`config.mk`:
```
export PLATFORM = sky130hd
export DESIGN_NAME = pdc_bank
export DESIGN_NICKNAME = d
export VERILOG_FILES = /design/src/hdl/pdc_pkg.sv /design/src/hdl/pdc_bank.sv /design/src/hdl/pdc_chan_power.sv
export VERILOG_INCLUDE_DIRS = /design/src /design/src/hdl
export SDC_FILE = /design/constraint.sdc
export NUM_CORES = 1
export LEC_CHECK = 0
export ABC_AREA = 1
export ABC_CLOCK_PERIOD_IN_PS = 1000
export BUFFER_PORTS_ARGS = -buffer_cell sky130_fd_sc_hd__buf_2
export CORE_MARGIN = 2
export CORE_UTILIZATION = 44
export DETAILED_ROUTE_END_ITERATION = 10
export MAX_ROUTING_LAYER = met4
export PLACE_DENSITY = 0.75
export SYNTH_ARGS = -nofsm -noshare
export SYNTH_HDL_FRONTEND = slang
export SYNTH_HIERARCHICAL = 1
export SYNTH_SLANG_ARGS = --single-unit
```
`constraint.sdc`:
```
create_clock -name sys_clk -period 1 [get_ports sys_clk]
set_clock_uncertainty 0.15 [all_clocks]
set_input_delay 0.05 -clock sys_clk [delete_from_list [all_inputs] [get_ports sys_clk]]
set_output_delay 0.05 -clock sys_clk [all_outputs]
set_load 0.01 [all_outputs]
```
`src/hdl/pdc_cfg.svh`:
```
// pdc_cfg.svh: offsets, field positions, reset values for the playback dsp / channel enable bank
// assumes nothing; definitions only
`ifndef PDC_CFG_SVH
`define PDC_CFG_SVH

`define PDC_ADDR_DSP_CFG      7'h73
`define PDC_ADDR_CHAN_ENABLE  7'h76
`define PDC_RST_DSP_CFG       8'h18
`define PDC_RST_CHAN_ENABLE   8'hcc
`define PDC_FILT_MSB          7
`define PDC_FILT_LSB          6
`define PDC_HPF_MSB           5
`define PDC_HPF_LSB           4
`define PDC_BQ_MSB            3
`define PDC_BQ_LSB            2
`define PDC_SOFT_OFF_BIT      1
`define PDC_LINK_BIT          0
`define PDC_IN_EN_MSB         7
`define PDC_IN_EN_LSB         4
`define PDC_OUT_EN_MSB        3
`define PDC_OUT_EN_LSB        0
`define PDC_FILT_RESERVED     2'h3

`endif

```
`src/hdl/pdc_pkg.sv`:
```
// pdc_pkg.sv: types shared by the playback dsp / channel enable bank
// assumes nothing; types only, no macros from pdc_cfg.svh
package pdc_pkg;
    typedef enum logic [1:0] {
        PDC_FILT_LINEAR   = 2'b00,
        PDC_FILT_LOW_LAT  = 2'b01,
        PDC_FILT_ULTRA    = 2'b10,
        PDC_FILT_RESERVED = 2'b11
    } pdc_filt_t;
    typedef enum logic [1:0] {
        PDC_HPF_PROG  = 2'b00,
        PDC_HPF_FIX1  = 2'b01,
        PDC_HPF_FIX2  = 2'b10,
        PDC_HPF_FIX3  = 2'b11
    } pdc_hpf_t;
endpackage : pdc_pkg

```
`src/hdl/pdc_bank.sv`:
```
// pdc_bank.sv: playback dsp config and channel enable registers with decoded controls
// assumes a byte-wide register port on sys_clk from the device's control interface
`timescale 1ns/1ps
`default_nettype none
`include "pdc_cfg.svh"

// How it works
// - two-bit filter response, bits 7:6, reset 0
// - highpass code 0 picks programmable filter
// - highpass codes 1-3 pick fixed filters
// - highpass select bits 5:4, reset 1
// - biquad count bits 3:2, reset 2
// - bit 1 set skips volume soft-stepping
// - link clear: each channel own volume
// - link set: all use first volume
// - input enables at bits 7:4
// - output enables at bits 3:0
// - channel enable resets to 0xcc
// - dsp config resets to 0x18
// - playback power up only enabled outputs
// - record power up only enabled inputs
module pdc_bank
    import pdc_pkg::*;
#(
    parameter int CH = 4
) (
    input  wire logic          sys_clk,
    input  wire logic          rst_n,
    input  wire logic          clk_en,
    input  wire logic          reg_wr,
    input  wire logic          reg_rd,
    input  wire logic [6:0]    reg_addr,
    input  wire logic [7:0]    reg_wdata,
    output logic      [7:0]    reg_rdata,
    output logic               reg_hit,
    input  wire logic          playback_power_on,
    input  wire logic          record_power_on,
    output var pdc_filt_t      playback_filter_response,
    output var pdc_hpf_t       playback_highpass_select,
    output logic               highpass_programmable,
    output logic      [1:0]    playback_biquad_count,
    output logic               soft_step_active,
    output logic               playback_volume_link,
    output logic      [CH-1:0] volume_from_first,
    output logic      [CH-1:0] input_enable,
    output logic      [CH-1:0] output_enable,
    output logic      [CH-1:0] input_power,
    output logic      [CH-1:0] output_power
);
    logic [7:0] playback_dsp_config_r;
    logic [7:0] channel_enable_config_r;
    logic [7:0] rdata_r;

    // address decode; both registers sit behind the one control port
    wire logic       sel_dsp = (reg_addr == `PDC_ADDR_DSP_CFG);
    wire logic       sel_ch  = (reg_addr == `PDC_ADDR_CHAN_ENABLE);
    wire logic       wr_take = clk_en & reg_wr;
    wire logic       rd_take = clk_en & reg_rd;
    wire logic       wr_dsp  = wr_take & sel_dsp;
    wire logic       wr_ch   = wr_take & sel_ch;

    // a write replaces the whole byte; nothing else moves either register
    wire logic [7:0] playback_dsp_config_nxt   = wr_dsp ? reg_wdata : playback_dsp_config_r;
    wire logic [7:0] channel_enable_config_nxt = wr_ch ? reg_wdata : channel_enable_config_r;

    always_ff @(posedge sys_clk or negedge rst_n) begin
        if (!rst_n) begin
            playback_dsp_config_r   <= `PDC_RST_DSP_CFG;
            channel_enable_config_r <= `PDC_RST_CHAN_ENABLE;
        end else if (clk_en) begin
            playback_dsp_config_r   <= playback_dsp_config_nxt;
            channel_enable_config_r <= channel_enable_config_nxt;
        end
    end

    // reserved filter code is stored as written; software must avoid it
    // unmapped addresses read as zero and take no write
    wire logic [7:0] rd_mux    = sel_dsp ? playback_dsp_config_r :
                                 (sel_ch ? channel_enable_config_r : 8'h00);
    // a write in the same cycle wins; the read still returns the old byte
    wire logic [7:0] rdata_nxt = rd_take ? rd_mux : rdata_r;
    always_ff @(posedge sys_clk or negedge rst_n) begin
        if (!rst_n) rdata_r <= 8'h00;
        else if (clk_en) rdata_r <= rdata_nxt;
    end
    assign reg_rdata = rdata_r;
    assign reg_hit   = sel_dsp | sel_ch;

    assign playback_filter_response =
        pdc_filt_t'(playback_dsp_config_r[`PDC_FILT_MSB:`PDC_FILT_LSB]);
    assign playback_highpass_select =
        pdc_hpf_t'(playback_dsp_config_r[`PDC_HPF_MSB:`PDC_HPF_LSB]);
    assign highpass_programmable = (playback_highpass_select == PDC_HPF_PROG);
    assign playback_biquad_count = playback_dsp_config_r[`PDC_BQ_MSB:`PDC_BQ_LSB];
    assign soft_step_active      = ~playback_dsp_config_r[`PDC_SOFT_OFF_BIT];
    assign playback_volume_link  = playback_dsp_config_r[`PDC_LINK_BIT];
    // channel 1 always uses its own volume; link steers the rest regardless of ch1 enable
    assign volume_from_first = {{(CH-1){playback_volume_link}}, 1'b0};
    // bits 7 and 3 are channel 1, so reverse into channel-indexed vectors
    genvar k;
    generate
        for (k = 0; k < CH; k++) begin : g_en
            assign input_enable[k]  = channel_enable_config_r[`PDC_IN_EN_MSB - k];
            assign output_enable[k] = channel_enable_config_r[`PDC_OUT_EN_MSB - k];
        end
    endgenerate

    // power gating is registered: one edge of lag after any control change
    pdc_chan_power #(.N(CH)) u_out_pwr (
        .sys_clk  (sys_clk),
        .rst_n    (rst_n),
        .clk_en   (clk_en),
        .path_on  (playback_power_on),
        .chan_en  (output_enable),
        .chan_pwr (output_power)
    );
    pdc_chan_power #(.N(CH)) u_in_pwr (
        .sys_clk  (sys_clk),
        .rst_n    (rst_n),
        .clk_en   (clk_en),
        .path_on  (record_power_on),
        .chan_en  (input_enable),
        .chan_pwr (input_power)
    );
endmodule : pdc_bank
`default_nettype wire

```
`src/hdl/pdc_chan_power.sv`:
```
// pdc_chan_power.sv: per-channel power gating from enable bits and a path power bit
// assumes all inputs come from logic on sys_clk
`timescale 1ns/1ps
`default_nettype none
module pdc_chan_power #(
    parameter int N = 4
) (
    input  wire logic         sys_clk,
    input  wire logic         rst_n,
    input  wire logic         clk_en,
    input  wire logic         path_on,
    input  wire logic [N-1:0] chan_en,
    output logic      [N-1:0] chan_pwr
);
    genvar i;
    generate
        for (i = 0; i < N; i++) begin : g_ch
            // only enabled channels follow the path bit; clearing it drops all
            always_ff @(posedge sys_clk or negedge rst_n) begin
                if (!rst_n) chan_pwr[i] <= 1'b0;
                else if (clk_en) chan_pwr[i] <= path_on & chan_en[i];
            end
        end
    endgenerate
endmodule : pdc_chan_power
`default_nettype wire

```
======== Word-level counts from Yosys, hierarchy flattened ========
Index checks and enable logic that the tools add are counted.
storage, ports and cells
  register bits after elaboration ......... 32
  logic and storage cells ................. 33
  input bits .............................. 22
  output and inout bits ................... 38
operators by class
  bitwise operators ....................... 14
  eq/ne operators ......................... 2
  multiplexer cells ....................... 2
  reductions and logical operators ........ 4
operators with widths
  cell                                  count
  8-bit 2-to-1 mux                      2
  7-bit == test, second input constant  2
  1-bit AND                             12
  2-bit AND reduction                   3
  2-bit zero test                       1
  1-bit NOT                             1
  1-bit OR                              1

======== Longest topological paths before layout ========
Gate-level depths: netlist of the first run.
  depth in word-level cells ............... 3
  mapped depth ............................ 7
  gate-level depth less buffers ........... 7

======== Modules after synthesis ========
Netlist of the first run, hierarchy kept.
by module, submodules not included
  module          area an instance (um^2)  cells an instance  instances
  pdc_bank        1,325.0                  147                1
  pdc_chan_power  153.9                    17                 2

======== Worst setup path before layout of the first run ========
No wires, ideal clock.
  path type ............................... in2reg
  start point ............................. input port reg_addr[3]
  end point ............................... register channel_enable_config_r[5]
  arrival ................................. 720 ps
  stages on the path ...................... 7
  setup time .............................. 118 ps
  path buffers ............................ 1
  data required time ...................... 732 ps
  setup slack ............................. 12 ps
  path through ............................ inv_2 > nand2_2 > nor2_8 > nand3_4 > buf_6 > nand2_1 > o21ai_2
between the ends
  word-level cells in the longest chain between the ends .. 3
RTL lines
  element                               line            source
  start: declaration                    pdc_bank.sv:32  input wire logic [6:0] reg_addr,
  7-bit == test (no source line)        -
  1-bit AND                             pdc_bank.sv:60  wire logic wr_ch = wr_take & sel_ch;
  2-bit AND reduction (no source line)  -
  end signal: assignment                pdc_bank.sv:69  channel_enable_config_r <= `PDC_RST_CHAN_ENABLE;
  end signal: assignment                pdc_bank.sv:72  channel_enable_config_r <= channel_enable_config_nxt;
  end: declaration                      pdc_bank.sv:51  logic [7:0] channel_enable_config_r;
Every way passes these cells.
A chain may end at the register's enable or synchronous reset.

======== Final worst setup path of the first run ========
  start point ............................. register playback_dsp_config_r[4]
  end point ............................... output port highpass_programmable
between the ends
  word-level cells in the longest chain between the ends .. 1
RTL lines
  element                   line            source
  start: declaration        pdc_bank.sv:50  logic [7:0] playback_dsp_config_r;
  start signal: assignment  pdc_bank.sv:68  playback_dsp_config_r <= `PDC_RST_DSP_CFG;
  start signal: assignment  pdc_bank.sv:71  playback_dsp_config_r <= playback_dsp_config_nxt;
  2-bit zero test           pdc_bank.sv:93  assign highpass_programmable = (playback_highpass_select == PDC_HPF_PROG);
  end: declaration          pdc_bank.sv:40  output logic highpass_programmable,
Every way passes these cells.

==> results.py, run 1 <==
metrics = {
    "worst_setup_path": {
        "critPathMaxFanout": 4,
        "path_cells": "nor2_2 > buf_2",
        "cp.buffers_inverters": 1,
        "crit_type": "flop to output pin",
        "max_stage_delay_ns": 0.57,
        "cp.arrival_ns": 1.03,
        "cp_slowest_cell": "dfstp_2",
        "end_kind": "output pin",
        "cp.required_ns": 0.80,
        "crit_family": "flip-flops",
        "cp-start-kind": "flop",
    },
    "floorplanning": {
        "core_um2": 3610,
        "fp-row-count": 22,
        "die_width_um": 64.9,
        "die_area_um2": 4210,
        "io_pins": 60,
        "initial_core_util_pct": 45.3,
        "dieHeight_um": 64.9,
    },
    "outcome": {
        "status": "finished with violations",
        "violations": "setup timing",
    },
    "layout": {
        "nNetsFinal": 325,
        "regArea_um2": 808,
        "area_delta_synth_final_pct": 68.7,
        "layout.cells.non_filler": 352,
        "fin_area_um2": 2760,
        "n_fill_cell": 225,
        "multiInputGateArea_um2": 771,
        "drive_above_1_share_pct": 60.5,
        "final_util_pct": 76.4,
        "diodes": 0,
    },
    "synthesis": {
        "synth_nets": 203,
        "netlist.area_leader.share_pct": 39.8,
        "netlist_area_um2": 1630,
        "synth_area_leaders": "dfrtp_1, nand2_1, dfstp_2",
        "yosys_warnings": 6,
        "synth_seq_cells": 32,
        "synth_cell_types": 15,
        "avgSynthCellArea_um2": 9.02,
        "syn-instance-count": 181,
        "synth-seq-area-share_pct": 49.5,
        "synth_area_leader_cell": "dfrtp_1",
    },
    "pwr": {
        "p_total_mw": 2.93,
        "peakVddDrop_uv": 852,
        "power_density_nw_per_um2": 1060,
        "p_leak_nw": 1.57,
    },
    "flow_run": {
        "drv_cap": 0,
    },
    "routing": {
        "vias_per_cell": 4.86,
        "drc": 0,
        "num_vias": 1710,
        "dr.pass1.iters": 4,
        "wire_per_inst_um": 14.6,
        "first_iter_violations": 169,
        "drt_wl_total_um": 5130,
        "detail-route-antenna-nets": 0,
    },
    "placed_design": {
        "io_buffers": 58,
        "detailed_place_hpwl_um": 2470,
        "gp_congestion": 0.745,
        "dp_cells": 281,
        "placed_area_um2": 1940,
    },
    "clock_tree": {
        "cts_buffers": 5,
        "path_clk_slew_ns": 0.06,
        "clk-insertion-delay-late_ns": 0.29,
        "cts_tree": "built",
        "cts_buffer_depth": 2,
        "clock-sinks": 32,
        "clock-root-buffer": "clkbuf_8",
        "htreeDepth": 2,
    },
    "global_route": {
        "overflow": 0,
        "grt_pass1_vias": 1480,
        "track_usage_pct": 21.3,
        "grt_pass1_wl_um": 6570,
        "grt_max_degree": 33,
        "antenna_found_initial": 0,
    },
    "timing": {
        "setup_violations": 45,
        "fmax_ghz": 0.811,
        "hold_ws_ns": 0.0761,
        "drv_slew": 0,
        "hold_violations": 0,
        "rsz0062_at_grt": "true",
        "setup_slack_ns": -0.234,
        "period_share_pct": 123,
        "post-route-min-period_ns": 1.23,
    },
    "hold_path": {
        "min_path_type": "input pin to flop",
    },
}
final timing paths:
path                                                        start                                      to  slack (ns)  cells past startpoint
setup / recovery             playback_dsp_config_r[4]$_DFFE_PN1P_                   highpass_programmable       -0.23                      2
hold / removal                                             reg_rd                reg_rdata[7]$_DFFE_PN0P_        0.08                      5
setup reg to reg           channel_enable_config_r[7]$_DFFE_PN1P_                reg_rdata[7]$_DFFE_PN0P_       -0.17                      5
hold reg to reg                  u_in_pwr/chan_pwr[1]$_DFFE_PN0P_        u_in_pwr/chan_pwr[1]$_DFFE_PN0P_        0.33                      2
max in group asynchronous                                   rst_n    playback_dsp_config_r[3]$_DFFE_PN1P_        0.36                      3
min in group asynchronous                                   rst_n  channel_enable_config_r[4]$_DFFE_PN0P_        0.11                      3
flip-flops by register name, summed over array words and instances, names as in the netlist:
| name | count |
|---|---|
| channel_enable_config_r | 8 |
| playback_dsp_config_r | 8 |
| reg_rdata | 8 |
| u_in_pwr/chan_pwr | 4 |
| u_out_pwr/chan_pwr | 4 |
tightest hold or removal path, cell delays in order:
cell and delay (ns):
buf_2 0.08, nand2_1 0.08, buf_4 0.17, nand2_1 0.05, nand2_1 0.04
cells by family after synthesis:
| logic type | count (synthesis) | share of synthesized area, % |
|---|---|---|
| flops | 32 | 49.5 |
| other cells | 1 | 0.230 |
| compound gates | 17 | 9.04 |
| buf+inv | 30 | 10.6 |
| simple gates | 101 | 30.7 |
layer usage:
metal,share of wire [%],global-route usage (%),vias to the layer above
li1,-,-,808
met1,39,24.9,806
met2,51,35.2,73
met3,5.9,4.86,23
met4,3.9,9.31,0
met5,0,-,-
final cells by class:
class | count | area share (%)
repair buffers | 127 | 34.9
flip-flops and latches | 32 | 29.3
multi-input cells | 120 | 28.0
clock buffers | 8 | 3.27
inverters | 17 | 2.32
well taps | 48 | 2.18
power by group:
part	leakage [nW]	total, mW	switching [mW]	internal (mW)
Clock	0.0455	1.01	0.445	0.560
Combinational	1.10	0.543	0.273	0.270
Sequential	0.423	1.39	0.0394	1.35
Total	1.57	2.93	0.757	2.18
metrics by stage:
step           setup WS [ns]  setup TNS [ns]
2_1_floorplan         0.0122               0
3_3_place_gp         -0.0954           -1.20
3_5_place_dp          -0.113           -1.65
4_1_cts               -0.236           -2.68
5_1_grt               -0.265           -5.21
6_report              -0.234           -3.49
Yosys cell counts (all sizes together):
cell / n
o21a: 1
nand3: 26
dfstp: 6
dfrtp: 26
nor2: 4
o21ai: 16
conb: 1
nand2: 71
inv: 17
buf: 13
what timing repair did:
item,4_1_cts,5_1_grt
setup buffers,25,28
hold endpoints to repair,56,0
hold buffers,11,0
cloned,0,1
gates resized for setup,20,30
endpoints found under the setup margin,35,58
pin swaps,4,24
layout by cell type, fill, tap and decap left out:
cell type and count:
buf_12 2, buf_2 52, buf_4 39, buf_6 23
clkbuf_1 2, clkbuf_8 6, conb_1 1, dfrtp_1 26
dfstp_2 6, dlygate4sd3_1 11, inv_1 13, inv_2 4
nand2_1 55, nand2_2 13, nand2_4 3, nand3_1 11
nand3_2 13, nand3_4 2, nor2_2 1, nor2_4 1
nor2_8 3, o21a_1 1, o21ai_2 16
Power figures use the tool's default switching activity.
==> run 2: changes to the inputs <==
Settings changed: BUFFER_PORTS_ARGS -buffer_cell sky130_fd_sc_hd__buf_2 to -buffer_cell sky130_fd_sc_hd__clkbuf_2.
==> results.py, run 2 (same netlist as run 1, synthesis figures left out) <==
metrics = {
    "clock_tree": {
        "path_clk_slew_ns": 0.07,
        "htreeDepth": 2,
        "cts_buffer_depth": 2,
        "clock-sinks": 32,
        "cts_buffers": 5,
        "cts_tree": "built",
        "clk-insertion-delay-late_ns": 0.30,
        "clock-root-buffer": "clkbuf_8",
    },
    "pwr": {
        "p_switching_mw": 0.784,
        "pwr-share-seq_pct": 46.7,
        "power_density_nw_per_um2": 1100,
        "switching_share_pct": 26.4,
        "intPower_mw": 2.19,
        "clkPwrFrac_pct": 34.7,
        "p_leak_nw": 1.51,
        "peakVddDrop_uv": 611,
        "comb_power_share_pct": 18.6,
    },
    "layout": {
        "final_common_cell": "nand2_1",
        "n_fill_cell": 242,
        "fin_area_um2": 2700,
        "multiInputGateArea_um2": 747,
        "nNetsFinal": 317,
        "diodes": 0,
        "area_delta_synth_final_pct": 65.4,
        "drive_above_1_share_pct": 59.5,
        "layout_common_cells": "nand2_1, clkbuf_2, buf_4, dfrtp_1, buf_6",
        "regArea_um2": 808,
        "final_util_pct": 74.9,
        "layout.cells.non_filler": 344,
    },
    "worst_setup_path": {
        "reg2reg_slack_ns": -0.19,
        "cp.required_ns": 0.80,
        "reg2reg_from": "channel_enable_config_r[5]$_DFFE_PN0P_",
        "reg2regPathDepth": 5,
        "cp_slowest_cell": "dfstp_2",
        "cp-start-kind": "flop",
        "max_stage_delay_ns": 0.57,
        "crit_family": "flip-flops",
        "crit_type": "flop to output pin",
        "cp.buffers_inverters": 1,
        "end_kind": "output pin",
        "timing.rr.end": "reg_rdata[5]$_DFFE_PN0P_",
        "critPathMaxFanout": 4,
        "path_cells": "nor2_2 > buf_2",
        "cp.arrival_ns": 1.05,
    },
    "routing": {
        "vias_per_cell": 4.82,
        "drc": 0,
        "dr.pass1.iters": 6,
        "first_iter_violations": 141,
        "detail-route-antenna-nets": 0,
        "wire_per_inst_um": 14.8,
        "num_vias": 1657,
        "drt_wl_total_um": 5080,
    },
    "global_route": {
        "grt_pass1_vias": 1366,
        "grt_max_degree": 33,
        "antenna_found_initial": 0,
        "overflow": 0,
        "grt_pass1_wl_um": 6240,
        "track_usage_pct": 20.2,
    },
    "floorplanning": {
        "core_um2": 3610,
        "io_pins": 60,
        "die_width_um": 64.9,
        "dieHeight_um": 64.9,
        "die_area_um2": 4210,
        "initial_core_util_pct": 45.3,
        "fp-row-count": 22,
    },
    "timing": {
        "drv_slew": 0,
        "setup_violations": 43,
        "post-route-min-period_ns": 1.25,
        "rsz0062_at_grt": "true",
        "fin_setup_tns_ns": -3.97,
        "period_share_pct": 125,
        "fmax_ghz": 0.801,
        "setup_slack_ns": -0.248,
        "hold_violations": 0,
    },
    "outcome": {
        "status": "finished with violations",
        "violations": "setup timing",
    },
    "flow_run": {
        "drv_cap": 0,
    },
    "placed_design": {
        "gp_congestion": 0.747,
        "placed_area_um2": 1950,
        "dp_cells": 282,
        "detailed_place_hpwl_um": 2480,
        "pre_cts_ws_ns": -0.0972,
        "io_buffers": 58,
    },
    "hold_path": {
        "min-delay-start": "reg_rd",
        "hold_path_depth": 5,
        "min_path_type": "input pin to flop",
        "whs_endpoint": "reg_rdata[0]$_DFFE_PN0P_",
    },
}
run 2: cell types whose count changed in the layout (fill, tap and decap cells not counted), sizes merged:
cell / previous run / this run
nor2: 5 / 4
buf: 116 / 66
clkbuf: 8 / 51
run 2: repair_timing:
action / in CTS / in global routing
endpoints found under the setup margin: 34 / 55
buffers inserted: 21 / 24
pin swaps: 5 / 22
endpoints found under the hold margin: 56 / 0
hold buffers: 11 / 0
gates resized for setup: 16 / 52
run 2: layout make-up:
cell class | instances | share of cell area, %
flip-flops and latches | 32 | 29.9
inverters | 17 | 2.36
repair buffers | 120 | 34.5
multi-input cells | 119 | 27.7
clock buffers | 8 | 3.34
well taps | 48 | 2.22
run 2: how the worst max path moves through the flow:
| stage | startpoint | end | slack (ns) | cells past startpoint |
|---|---|---|---|---|
| final | playback_dsp_config_r[4]$_DFFE_PN1P_ | highpass_programmable | -0.25 | 2 |
| after global routing | playback_dsp_config_r[4]$_DFFE_PN1P_ | highpass_programmable | -0.27 | 2 |
| after CTS | playback_dsp_config_r[4]$_DFFE_PN1P_ | highpass_programmable | -0.23 | 2 |
| after detailed placement | reg_addr[3] | channel_enable_config_r[4]$_DFFE_PN0P_ | -0.1 | 7 |
| after global placement | reg_addr[3] | channel_enable_config_r[5]$_DFFE_PN0P_ | -0.08 | 7 |
| after floorplan | reg_addr[3] | channel_enable_config_r[5]$_DFFE_PN0P_ | 0.01 | 7 |
run 2: layer usage:
layer  up-vias  track usage [%]  share of wire (%)
met4         0             8.78                4.4
met2        60             33.0                 51
li1        787                -                  -
met5         -                -                  0
met3        19             4.69                4.4
met1       791             23.9                 40
run 2: power by group through the flow:
stage	registers [mW]	logic [mW]	clock network [mW]
final	1.39	0.553	1.03
after global routing	1.39	0.590	1.10
after CTS	1.38	0.436	1.02
after detailed placement	1.41	0.326	0
after global placement	1.41	0.321	0
after floorplan	1.41	0.173	0
run 2: tightest hold or removal path, stage by stage:
cell	delay [ns]
clkbuf_2	0.09
nand2_1	0.06
buf_4	0.16
nand2_1	0.06
nand2_1	0.04
run 2: stage by stage:
step                power [mW]  hold slack, ns
finish                    2.97          0.0448
global placement          1.73          -0.132
detailed placement        1.74          -0.132
CTS                       2.83          0.0350
floorplan                 1.58          -0.396
global route              3.08          0.0605
